## config.mk

```make
export PLATFORM = sky130hd
export DESIGN_NAME = sbr_top
export DESIGN_NICKNAME = d
export VERILOG_FILES = /design/src/rtl/sbr_pkg.sv /design/src/rtl/sbr_baud_gen.sv /design/src/rtl/sbr_top.sv
export SDC_FILE = /design/constraint.sdc
export NUM_CORES = 1
export LEC_CHECK = 0
export BUFFER_PORTS_ARGS = -buffer_cell sky130_fd_sc_hd__buf_2
export CAP_MARGIN = 10
export CORE_MARGIN = 10
export CORE_UTILIZATION = 47
export DETAILED_ROUTE_END_ITERATION = 12
export GPL_TIMING_DRIVEN = 0
export PLACE_DENSITY_LB_ADDON = 0.05
export SYNTH_ARGS = -nofsm -noshare
export SYNTH_HDL_FRONTEND = slang
export SYNTH_SLANG_ARGS = --single-unit
```

## constraint.sdc

```tcl
create_clock -name clk_i -period 2.2 [get_ports clk_i]
set_input_delay 0.11 -clock clk_i [delete_from_list [all_inputs] [get_ports clk_i]]
set_output_delay 0.11 -clock clk_i [all_outputs]
set_load 0.01 [all_outputs]
```

## src/rtl/sbr_pkg.sv

```systemverilog
// constants, field layouts and reset values of the serial pin port and bit-rate block
// assumes a 250 MHz peripheral clock and a 32-bit AHB-Lite register bus
//
// Overview of operation
// RQ1 - append multiproc value bit in async multiproc format
// RQ2 - ignore multiproc value otherwise or when idle
// RQ3 - clock pin mode: 00 hold, 01 drive, 10 read
// RQ4 - software clears sync and clock enables first
// RQ5 - output mode drives clock pin data level
// RQ6 - break mode 00 hold, 01 drive break data
// RQ7 - software clears transmit enable before break
// RQ8 - receive enable makes break data read receive pin
// RQ9 - break data undefined after power-on reset
// RQ10 - divider 8-bit, always RW, FF on reset/standby
// RQ11 - each channel owns its own rate generator
// RQ12 - prescaler: clock undivided, /4, /16, /64
// RQ13 - rate = clock/((N+1)*2^(2n-1)*64 or 8)
// RQ14 - every divider value 0..255 is valid
// RQ15 - software picks settings with error under 1%
// RQ16 - no continuous sync transfer at n=0, N=0
// RQ17 - external async clock is sixteen times rate
// RQ18 - down-counter reloads divider, tick per reload
package sbr_pkg;

	// ****************************************
	// register map
	// ****************************************
	localparam logic [7:0] OFS_CTRL = 8'h00;
	localparam logic [7:0] OFS_PORT_CTRL = 8'h04;
	localparam logic [7:0] OFS_PORT_DATA = 8'h08;
	localparam logic [7:0] OFS_DIVIDER = 8'h0C;
	localparam logic [7:0] OFS_STATUS = 8'h10;

	// ****************************************
	// control register fields
	// ****************************************
	localparam int CTL_MPV = 0;
	localparam int CTL_CKE_LO = 1;
	localparam int CTL_CKE_HI = 2;
	localparam int CTL_PSC_LO = 3;
	localparam int CTL_PSC_HI = 4;
	localparam int CTL_SYNC = 5;
	localparam int CTL_MPF = 6;
	localparam int CTL_TE = 7;
	localparam int CTL_RE = 8;
	localparam int CTL_W = 9;
	localparam logic [8:0] CTL_RESET = 9'h000;

	// ****************************************
	// port control and data fields
	// ****************************************
	localparam int PC_CLK_LO = 2;
	localparam int PC_CLK_HI = 3;
	localparam int PC_BRK_LO = 0;
	localparam int PC_BRK_HI = 1;
	localparam logic [15:0] PORT_CTRL_RESET = 16'hA888;
	localparam int PD_CLK = 1;
	localparam int PD_BRK = 0;
	localparam logic [7:0] PORT_DATA_RESET = 8'h00;
	localparam logic [1:0] MODE_HOLD = 2'b00;
	localparam logic [1:0] MODE_DRIVE = 2'b01;
	localparam logic [1:0] MODE_READ = 2'b10;

	// ****************************************
	// rate generation
	// ****************************************
	localparam logic [7:0] DIVIDER_RESET = 8'hFF;
	localparam logic [4:0] ASYNC_STAGE_LAST = 5'h1F;
	localparam logic [4:0] SYNC_STAGE_LAST = 5'h03;

	typedef enum logic [1:0] {
		ST_IDLE = 2'b01,
		ST_ACCESS = 2'b10
	} sbr_bus_state_t;

	// last count of the prescaler for a select code
	function automatic logic [5:0] sbr_psc_last(input logic [1:0] sel);
		unique case (sel)
			2'b00: sbr_psc_last = 6'h00;
			2'b01: sbr_psc_last = 6'h03;
			2'b10: sbr_psc_last = 6'h0F;
			2'b11: sbr_psc_last = 6'h3F;
		endcase
	endfunction : sbr_psc_last

endpackage : sbr_pkg

```

## src/rtl/sbr_baud_gen.sv

```systemverilog
// prescaler and reloading down-counter of one channel's rate generator
// assumes select and divider come from registers in the clk_i domain
`timescale 1ns/1ps
module sbr_baud_gen
	import sbr_pkg::*;
(
	// clock and reset
	input wire logic clk_i,
	input wire logic reset_i,
	input wire logic ce_i,
	input wire logic restart_i,
	// settings
	input wire logic [1:0] psc_sel_i,
	input wire logic [7:0] divider_i,
	// result
	output logic tick_o
);

	// ****************************************
	// prescaler
	// ****************************************
	logic [5:0] psc_reg;
	logic [7:0] cnt_reg;
	logic tick_reg;
	wire psc_wrap = (psc_reg >= sbr_psc_last(psc_sel_i)); // [RQ12]
	wire reload = psc_wrap && (cnt_reg == 8'h00);

	always_ff @(posedge clk_i) begin
		if (reset_i || (ce_i && restart_i)) begin
			psc_reg <= 6'h00;
		end else if (ce_i) begin
			psc_reg <= psc_wrap ? 6'h00 : psc_reg + 6'h01;
		end
	end

	// ****************************************
	// down-counter, loaded at reload and at restart
	// ****************************************
	// a new divider waits for the running count to expire, so no short period appears
	always_ff @(posedge clk_i) begin
		if (reset_i) begin
			cnt_reg <= DIVIDER_RESET;
			tick_reg <= 1'b0;
		end else if (ce_i) begin
			if (restart_i) begin
				cnt_reg <= divider_i;
				tick_reg <= 1'b0;
			end else begin
				if (reload) begin
					cnt_reg <= divider_i; // [RQ18] [RQ14]
				end else if (psc_wrap) begin
					cnt_reg <= cnt_reg - 8'h01;
				end
				tick_reg <= reload; // [RQ18]
			end
		end
	end

	assign tick_o = tick_reg;

endmodule : sbr_baud_gen

```

## src/rtl/sbr_top.sv

```systemverilog
// serial pin port control and bit-rate generation of one serial channel
// assumes an AHB-Lite master, shifters outside that use the tick and pin signals
`timescale 1ns/1ps
module sbr_top
	import sbr_pkg::*;
(
	// clock, reset, enable, standby
	input wire logic clk_i,
	input wire logic reset_i,
	input wire logic ce_i,
	input wire logic standby_i,
	input wire logic module_standby_i,
	// ahb-lite slave
	input wire logic hsel_i,
	input wire logic [31:0] haddr_i,
	input wire logic [1:0] htrans_i,
	input wire logic hwrite_i,
	input wire logic [2:0] hsize_i,
	input wire logic [31:0] hwdata_i,
	input wire logic hready_i,
	output logic [31:0] hrdata_o,
	output logic hreadyout_o,
	output logic hresp_o,
	// shifter side
	input wire logic tx_serial_i,
	input wire logic tx_active_i,
	input wire logic serial_sck_i,
	input wire logic serial_sck_oe_i,
	output logic tx_multiproc_bit_o,
	output logic sync_mode_o,
	output logic mp_format_o,
	output logic [1:0] clock_enable_o,
	output logic transmit_enable_o,
	output logic receive_enable_o,
	output logic bit_tick_o,
	output logic sample_tick_o,
	// pins
	input wire logic sck_i,
	output logic sck_o,
	output logic sck_oe_o,
	input wire logic rxd_i,
	output logic txd_o,
	output logic txd_oe_o
);

	// ****************************************
	// registers and bus state
	// ****************************************
	sbr_bus_state_t state_reg;
	sbr_bus_state_t state_next;
	logic [7:0] addr_reg;
	logic write_reg;
	logic [31:0] hrdata_reg;
	logic hreadyout_reg;
	logic hresp_reg;
	logic [8:0] ctrl_reg;
	logic [15:0] port_ctrl_reg;
	logic [7:1] port_data_reg;
	logic break_data_reg;
	logic [7:0] divider_reg;
	logic [4:0] stage_reg;
	logic half_reg;
	logic bit_tick_reg;
	logic sample_tick_reg;
	logic brg_tick;
	logic tx_mpb_reg;
	logic sck_reg;
	logic sck_oe_reg;
	logic txd_reg;
	logic txd_oe_reg;

	// ****************************************
	// bus decode
	// ****************************************
	wire standby = standby_i || module_standby_i;
	wire take = hsel_i && htrans_i[1] && hready_i;
	wire wr_now = (state_reg == ST_ACCESS) && write_reg;
	wire wr_ctrl = wr_now && (addr_reg == OFS_CTRL);
	wire wr_pctl = wr_now && (addr_reg == OFS_PORT_CTRL);
	wire wr_pdat = wr_now && (addr_reg == OFS_PORT_DATA);
	wire wr_div = wr_now && (addr_reg == OFS_DIVIDER);

	// ****************************************
	// field views
	// ****************************************
	wire [1:0] clk_mode = port_ctrl_reg[PC_CLK_HI:PC_CLK_LO];
	wire [1:0] brk_mode = port_ctrl_reg[PC_BRK_HI:PC_BRK_LO];
	wire [1:0] psc_sel = {ctrl_reg[CTL_PSC_HI], ctrl_reg[CTL_PSC_LO]};
	wire sync_mode = ctrl_reg[CTL_SYNC];
	wire te = ctrl_reg[CTL_TE];
	wire re = ctrl_reg[CTL_RE];
	wire [4:0] stage_last = sync_mode ? SYNC_STAGE_LAST : ASYNC_STAGE_LAST;
	wire stage_wrap = brg_tick && (stage_reg == stage_last);

	// read view of the port data: pins show through where the modes say so
	wire clk_data_rd = (clk_mode == MODE_READ) ? sck_i : port_data_reg[PD_CLK]; // [RQ3]
	wire brk_data_rd = re ? rxd_i : break_data_reg; // [RQ8]
	wire [31:0] rd_port_data = {24'h000000, port_data_reg[7:2], clk_data_rd, brk_data_rd};
	wire [31:0] rd_status = {24'h000000, stage_reg, sck_i, rxd_i, tx_active_i};
	wire [31:0] rd_mux =
		(addr_reg == OFS_CTRL) ? {23'h0, ctrl_reg} :
		(addr_reg == OFS_PORT_CTRL) ? {16'h0000, port_ctrl_reg} :
		(addr_reg == OFS_PORT_DATA) ? rd_port_data :
		(addr_reg == OFS_DIVIDER) ? {24'h000000, divider_reg} :
		(addr_reg == OFS_STATUS) ? rd_status : 32'h00000000;

	// ****************************************
	// pin selection
	// ****************************************
	wire sck_port = (clk_mode == MODE_DRIVE);
	wire sck_next = sck_port ? port_data_reg[PD_CLK] : serial_sck_i; // [RQ5]
	wire sck_oe_next = sck_port || serial_sck_oe_i; // [RQ3]
	wire brk_on = (brk_mode == MODE_DRIVE);
	// break drive wins over the shifter; software is expected to drop transmit first
	wire txd_next = brk_on ? break_data_reg : (te ? tx_serial_i : 1'b1); // [RQ6] [RQ7]
	wire txd_oe_next = brk_on || te; // [RQ6]
	wire mpb_next = !sync_mode && ctrl_reg[CTL_MPF] && tx_active_i
		&& ctrl_reg[CTL_MPV]; // [RQ1] [RQ2]

	// ****************************************
	// bus state machine
	// ****************************************
	// one wait state per transfer so a write lands before any following read
	always_comb begin
		state_next = state_reg;
		unique case (state_reg)
			ST_IDLE: begin
				if (take) begin
					state_next = ST_ACCESS;
				end
			end
			ST_ACCESS: begin
				state_next = ST_IDLE;
			end
			default: begin
				state_next = ST_IDLE;
			end
		endcase
	end

	always_ff @(posedge clk_i) begin
		if (reset_i) begin
			state_reg <= ST_IDLE;
			addr_reg <= 8'h00;
			write_reg <= 1'b0;
			hreadyout_reg <= 1'b1;
			hrdata_reg <= 32'h00000000;
			hresp_reg <= 1'b0;
		end else if (ce_i) begin
			state_reg <= state_next;
			if (state_reg == ST_IDLE && take) begin
				addr_reg <= haddr_i[7:0];
				write_reg <= hwrite_i;
				hreadyout_reg <= 1'b0;
			end else if (state_reg == ST_ACCESS) begin
				hrdata_reg <= write_reg ? 32'h00000000 : rd_mux;
				hreadyout_reg <= 1'b1;
			end
		end
	end

	// ****************************************
	// control and port registers
	// ****************************************
	always_ff @(posedge clk_i) begin
		if (reset_i) begin
			ctrl_reg <= CTL_RESET;
			port_ctrl_reg <= PORT_CTRL_RESET;
			port_data_reg <= PORT_DATA_RESET[7:1];
		end else if (ce_i) begin
			if (wr_ctrl) begin
				ctrl_reg <= hwdata_i[CTL_W-1:0];
			end
			if (wr_pctl) begin
				port_ctrl_reg <= hwdata_i[15:0];
			end
			if (wr_pdat) begin
				port_data_reg <= hwdata_i[7:1];
			end
			if (clk_mode == MODE_READ) begin
				port_data_reg[PD_CLK] <= sck_i; // [RQ3]
			end
		end
	end

	// no reset: the level here is not defined until software writes it
	always_ff @(posedge clk_i) begin
		if (ce_i && wr_pdat) begin
			break_data_reg <= hwdata_i[PD_BRK]; // [RQ9]
		end
	end

	// ****************************************
	// divider register
	// ****************************************
	always_ff @(posedge clk_i) begin
		if (reset_i || (ce_i && standby)) begin
			divider_reg <= DIVIDER_RESET; // [RQ10]
		end else if (ce_i && wr_div) begin
			divider_reg <= hwdata_i[7:0]; // [RQ10]
		end
	end

	// ****************************************
	// rate generator of this channel
	// ****************************************
	sbr_baud_gen u_baud_gen ( // [RQ11]
		.clk_i(clk_i),
		.reset_i(reset_i),
		.ce_i(ce_i),
		.restart_i(standby),
		.psc_sel_i(psc_sel),
		.divider_i(divider_reg),
		.tick_o(brg_tick)
	);

	// final stage: 32 ticks per bit async, 4 per bit sync, with the prescale this
	// gives clock/((N+1)*2^(2n-1)*64) or *8
	always_ff @(posedge clk_i) begin
		if (reset_i || (ce_i && standby)) begin
			stage_reg <= 5'h00;
			half_reg <= 1'b0;
			bit_tick_reg <= 1'b0;
			sample_tick_reg <= 1'b0;
		end else if (ce_i) begin
			if (brg_tick) begin
				stage_reg <= stage_wrap ? 5'h00 : stage_reg + 5'h01; // [RQ13]
				half_reg <= !half_reg;
			end
			bit_tick_reg <= stage_wrap; // [RQ13]
			sample_tick_reg <= sync_mode ? stage_wrap : (brg_tick && half_reg);
		end
	end

	// ****************************************
	// pin and shifter outputs
	// ****************************************
	always_ff @(posedge clk_i) begin
		if (reset_i) begin
			sck_reg <= 1'b0;
			sck_oe_reg <= 1'b0;
			txd_reg <= 1'b1;
			txd_oe_reg <= 1'b0;
			tx_mpb_reg <= 1'b0;
		end else if (ce_i) begin
			sck_reg <= sck_next;
			sck_oe_reg <= sck_oe_next;
			txd_reg <= txd_next;
			txd_oe_reg <= txd_oe_next;
			tx_mpb_reg <= mpb_next; // [RQ1] [RQ2]
		end
	end

	assign hrdata_o = hrdata_reg;
	assign hreadyout_o = hreadyout_reg;
	assign hresp_o = hresp_reg;
	assign tx_multiproc_bit_o = tx_mpb_reg;
	assign sync_mode_o = ctrl_reg[CTL_SYNC];
	assign mp_format_o = ctrl_reg[CTL_MPF];
	assign clock_enable_o = {ctrl_reg[CTL_CKE_HI], ctrl_reg[CTL_CKE_LO]};
	assign transmit_enable_o = ctrl_reg[CTL_TE];
	assign receive_enable_o = ctrl_reg[CTL_RE];
	assign bit_tick_o = bit_tick_reg;
	assign sample_tick_o = sample_tick_reg;
	assign sck_o = sck_reg;
	assign sck_oe_o = sck_oe_reg;
	assign txd_o = txd_reg;
	assign txd_oe_o = txd_oe_reg;

endmodule : sbr_top

```

# --- Word-level counts from Yosys, hierarchy flattened ---
# Cells that the tools add are included.
totals:
  ff_bits: 113
  out_inout_bits: 47
  inputBits: 83
classes:
  addsub: 3
  bitwise_logic: 1
  n_reduce_logical: 39
  eq_ne: 14
  magnitude_cmp: 1
  mux: 26
op_table:
  columns: ["op", "count"]
  rows:
  - ["$mux W16", 3]
  - ["$mux W8", 6]
  - ["$pmux W6 S4", 1]
  - ["$reduce_and A2 Y1", 9]
  - ["$logic_and A1 B1 Y1", 17]
  - ["$eq A8 B4 Y1 const B", 2]
  - ["$logic_not A8 Y1", 2]
  - ["$mux W1", 11]
  - ["$mux W5", 2]
  - ["$eq A2 B1 Y1 const B", 4]
  - ["$eq A2 B2 Y1 const B", 4]
  - ["$eq A8 B3 Y1 const B", 1]
  - ["$eq A8 B5 Y1 const B", 1]
  - ["$sub A8 B1 Y8 const B", 1]
  - ["$add A6 B1 Y6 const B", 1]
  - ["$ge A6 B6 Y1", 1]
  - ["$mux W6", 1]
  - ["$add A5 B1 Y5 const B", 1]
  - ["$eq A5 B5 Y1", 1]
  - ["$logic_or A1 B1 Y1", 4]
  - ["$mux W2", 2]
  - ["$reduce_bool A2 Y1", 2]
  - ["$reduce_and A3 Y1", 1]
  - ["$reduce_bool A3 Y1", 1]
  - ["other kinds (4)", 5]

# --- Longest topological paths before layout ---
logic_depth:
  ltp_word: 7
  mapped_depth: 10

# --- Hierarchy ---
# A second synthesis with hierarchy kept.
unflattened:
  hier_cells: 520
  hier_area_um2: 4724.5
by_module_without_submodules:
  columns: ["mod", "area_per_inst_um2", "cells_per_inst", "instances"]
  rows:
  - ["sbr_top", 3711.1, 402, 1]
  - ["sbr_baud_gen", 1013.5, 118, 1]

# --- Worst setup path after synthesis ---
# No wires, ideal clock.
synth_timing:
  kind: "register -> register"
  from: "reg ctrl_reg[3]"
  to: "reg u_baud_gen.cnt_reg[5]"
  period_less_slack_ns: 2.277
  arrival_time_ns: 2.152
  setup_ns: 0.124
  setup_slack_ns: -0.077
  stages_incl_launch_ff: 10
  n_path_buf: 1
  path_cell_list: "dfxtp_1 -> or2_2 -> ha_1 -> nor2b_1 -> o21ai_1 -> a221o_1 -> buf_2 -> o21ai_1 -> a21oi_1 -> a2111o_1"
synth_between:
  elab_chain_len: 6
  elab_cells_between_ends: 11
synth_rtl:
  columns: ["item", "line_no", "rtl"]
  rows:
  - ["start: declaration", "sbr_top.sv:56", "logic [8:0] ctrl_reg;"]
  - ["start signal: assignment", "sbr_top.sv:172", "ctrl_reg <= hwdata_i[CTL_W-1:0];"]
  - ["$eq A2 B2 Y1 (tied with other cells)", "sbr_pkg.sv:78", "unique case (sel)"]
  - ["$pmux W6 S4 (*)", "sbr_pkg.sv:78", null]
  - ["$ge A6 B6 Y1 (*)", "sbr_baud_gen.sv:25", "wire psc_wrap = (psc_reg >= sbr_psc_last(psc_sel_i));"]
  - ["$logic_and A1 B1 Y1", "sbr_baud_gen.sv:26", "wire reload = psc_wrap && (cnt_reg == 8'h00);"]
  - ["$reduce_bool A3 Y1 (no line) / $mux W8 (equally long branches)", null, null]
  - ["$reduce_and A2 Y1 (no line) / $mux W8 (equally long branches)", null, null]
  - ["end signal: assignment", "sbr_baud_gen.sv:46", "cnt_reg <= divider_i;"]
  - ["end signal: assignment", "sbr_baud_gen.sv:50", "cnt_reg <= divider_i;"]
  - ["end signal: assignment", "sbr_baud_gen.sv:52", "cnt_reg <= cnt_reg - 8'h01;"]
  - ["end: declaration", "sbr_baud_gen.sv:23", "logic [7:0] cnt_reg;"]
# Every way passes the cells marked *; elsewhere a longest branch is shown, timed or not.
# A chain may end at the register's enable or synchronous reset.

# --- Worst setup path in the final report ---
layout_timing:
  from: "reg ctrl_reg[4]"
  to: "reg u_baud_gen.cnt_reg[3]"
# Same word-level chain as after synthesis.

==> key figures <==
Power and ir drop
  • Max VDD drop: between 0.0003 and 0.0004 V
  • Power per cell area: around 570 mW/mm^2
  • Static Leak: around 0.0024 uW

Hold path
  • HP Class: in2reg
  • Worst min-delay path startpoint: hwdata_i[5]

Worst setup path
  • Critical R2R Launch: ctrl_reg[4]
  • Critical Path RT: 2470 ps
  • Worst Setup Path Type: reg2reg
  • Critical Path Start: ctrl_reg[4]
  • Type of origin of the critical path: flop
  • Crit-path max FO: 6
  • Crit path DAT: between 2000 and 2500 ps
  • Critical path capture point type: flop

Routing
  • First-pass detailed-route iteration total: 4
  • Vias/cell: between 5 and 6
  • DRC Markers: 0
  • Initial DRC count: about 340
  • WL per Instance: 17.2 um
  • Vias: 4460
  • Final WL: around 14000 um
  • Antenna Nets Post-Route: 0

Logic synthesis
  • Most common cell in the netlist: dfxtp_1
  • Post-synthesis mux area share: 0.0544
  • Register area share after synthesis: 0.424
  • Commonest cells in the netlist: 96 x dfxtp_1, 88 x nand2_1, 62 x nor2_1, 42 x a21oi_1, 26 x o21ai_0
  • Xor and xnor area share after synthesis: 0.0152
  • Post-Syn Area: ~0.0046 mm^2
  • Synth Area in Adders: 0.0245
  • Async S/R FF share, synth: 0
  • Synth top area share: 0.418
  • Cell taking the most area after synthesis: dfxtp_1
  • Post-synth EDFFs: 1
  • Synthesis Warnings: 0
  • Mapped Cells: between 500 and 600
  • Post-synthesis sequential element count: 97
  • Synth area leaders: dfxtp_1 42%, nand2_1 7.2%, mux2i_1 5.4%
  • Syn_area_per_cell: ~8.3 um^2
  • Largest family of logic cells by synthesized area: simple AND/OR/NAND/NOR gates
  • Post-synthesis compound-gate area fraction: 0.178
  • Most used DFF post-synth: dfxtp_1
  • Simple-gate share of the synthesized area: 0.237
  • Distinct cell type count after synthesis: 61

STA
  • Tcrit/Tclk final: 0.991
  • Final min period: between 2000 and 2500 ps
  • Clock skew: around 12 ps
  • Slew Viols, Final: 0
  • RSZ-0062 raised after global routing: yes
  • Fin. Hold Viols: 0
  • Slew margin rel.: 0.401
  • Worst slew pin tran: 899 ps
  • Setup Viol. Count Final: 0
  • Max Fclk: between 400 and 500 MHz

Floorplanning
  • IO Pins: 130
  • Full die area: ~0.014 mm^2
  • Die width: between 100 and 150 um
  • Initial Util: 0.477
  • FP Rows: 36
  • Die height: around 120 um
  • Core Region: 0.00964 mm^2

Global route
  • Vias in the first global route: roughly 4400
  • First-pass GRT wire length: 22100 um
  • Largest net degree at the start of global routing: 17
  • GRT Residual Overflow: 0
  • Global-route total usage across every layer: 0.192
  • Initial antenna violation count: 0

Clocking
  • Reg clk slew, reported paths: roughly 90 ps
  • Clock tree buffer depth: 2
  • Clock Latency Late Sink: ~380 ps
  • Max H-tree Level: 3
  • Clk root buf: clkbuf_8
  • Clock sinks: 97
  • CTS buffer count: 9
  • CTS tree: done

Finish
  • Non-filler cells, final: 811
  • Area added between synthesis and finish: 25.8%
  • Share of cells above drive strength 1: 0.223
  • # diodes: 0
  • Final layout net count: between 700 and 800
  • Filler Cell Count: about 920
  • Finished Core Util: 0.600

Place
  • Port bufs: 67
  • Final GP Congestion: 0.922
  • Hpwl dp: 10000 um
  • # placed instances: about 770

Run status
  • Status: finished, final reports clean

Job
  • # Max-Cap Violations: 0
-- power breakdown --
| part | switching, uW | internal (uW) | total (uW) |
|---|---|---|---|
| sequential | 17.4 | 1770 | 1790 |
| combinational | 193 | 133 | 326 |
| clock | 635 | 558 | 1190 |
| total | 845 | 2460 | 3310 |
-- layer usage --
layer	vias to the layer above	part of all wire	global-route usage
li1	2154	-	-
met1	2121	0.42	0.227
met2	162	0.49	0.326
met3	23	0.067	0.0576
met4	0	0.021	0.0634
met5	-	0	0
-- cells in the final DEF, fill, tap and decap left out, drive strengths merged, types with 13 or more instances in the layout --
cell         count
conb            17
nand2           89
nand3           13
nor2            63
dlygate4sd3     22
dfxtp           96
mux2i           25
o21ai           33
clkbuf          28
a21oi           43
buf            105
-- layout make-up --
cell class | instances | area (um^2) | area share
flip-flops and latches | 97 | 1960 | 0.338
inverters | 10 | 37.5 | 0.00649
multi-input cells | 412 | 2540 | 0.440
clock buffers | 11 | 141 | 0.0244
repair buffers | 97 | 623 | 0.108
clock inverters | 4 | 52.6 | 0.00908
well taps | 133 | 166 | 0.0288
plain buffers | 47 | 264 | 0.0456
-- cells by family after synthesis --
family,after synthesis
AND/OR/NAND/NOR,224
AO/OA/AOI/OAI,129
flip-flops,97
buffers and inverters,58
multiplexers,25
adder cells (fa/ha/maj),9
XOR/XNOR,8
other,1
-- final timing paths --
check        slack, ps               endpoint  depth (start not counted)
min reg2reg        450            hrdata_o[7]                          1
max                 20  u_baud_gen.cnt_reg[3]                          9
max reg2reg         20  u_baud_gen.cnt_reg[3]                          9
min                 20       port_data_reg[5]                          3
-- per-stage QoR --
step | power (uW) | instance area [um^2] | hold slack, ps | setup TNS [ps] | setup WS (ps)
after detailed placement | 2120 | 5160 | 334 | -1040 | -210
final | 3310 | 5790 | 22.5 | 0 | 20.1
after CTS | 3330 | 5650 | 11.0 | 0 | 4.94
after global placement | 2110 | 5160 | 320 | -906 | -222
after global routing | 3430 | 5790 | 10.7 | -108 | -71.4
after floorplan | 2010 | 4660 | 209 | 0 | 5.84
-- what timing repair did --
action | 4_1_cts | 5_1_grt
pin swaps | 3 | 9
hold buffers | 22 | 0
resized for setup | 8 | 23
hold endpoints to repair | 25 | 0
buffers inserted | 6 | 2
endpoints found under the setup margin | 15 | 38
-- critical path, cell delays in order (launching register included) --
cell and delay [ps]:
dfxtp_4 360, or2_4 250, ha_4 270, nor2b_2 30
o21ai_2 150, a221o_1 180, buf_6 150, a21oi_4 80
or3_4 360, o221a_1 250
No activity file was read; power rests on OpenSTA's default activity.
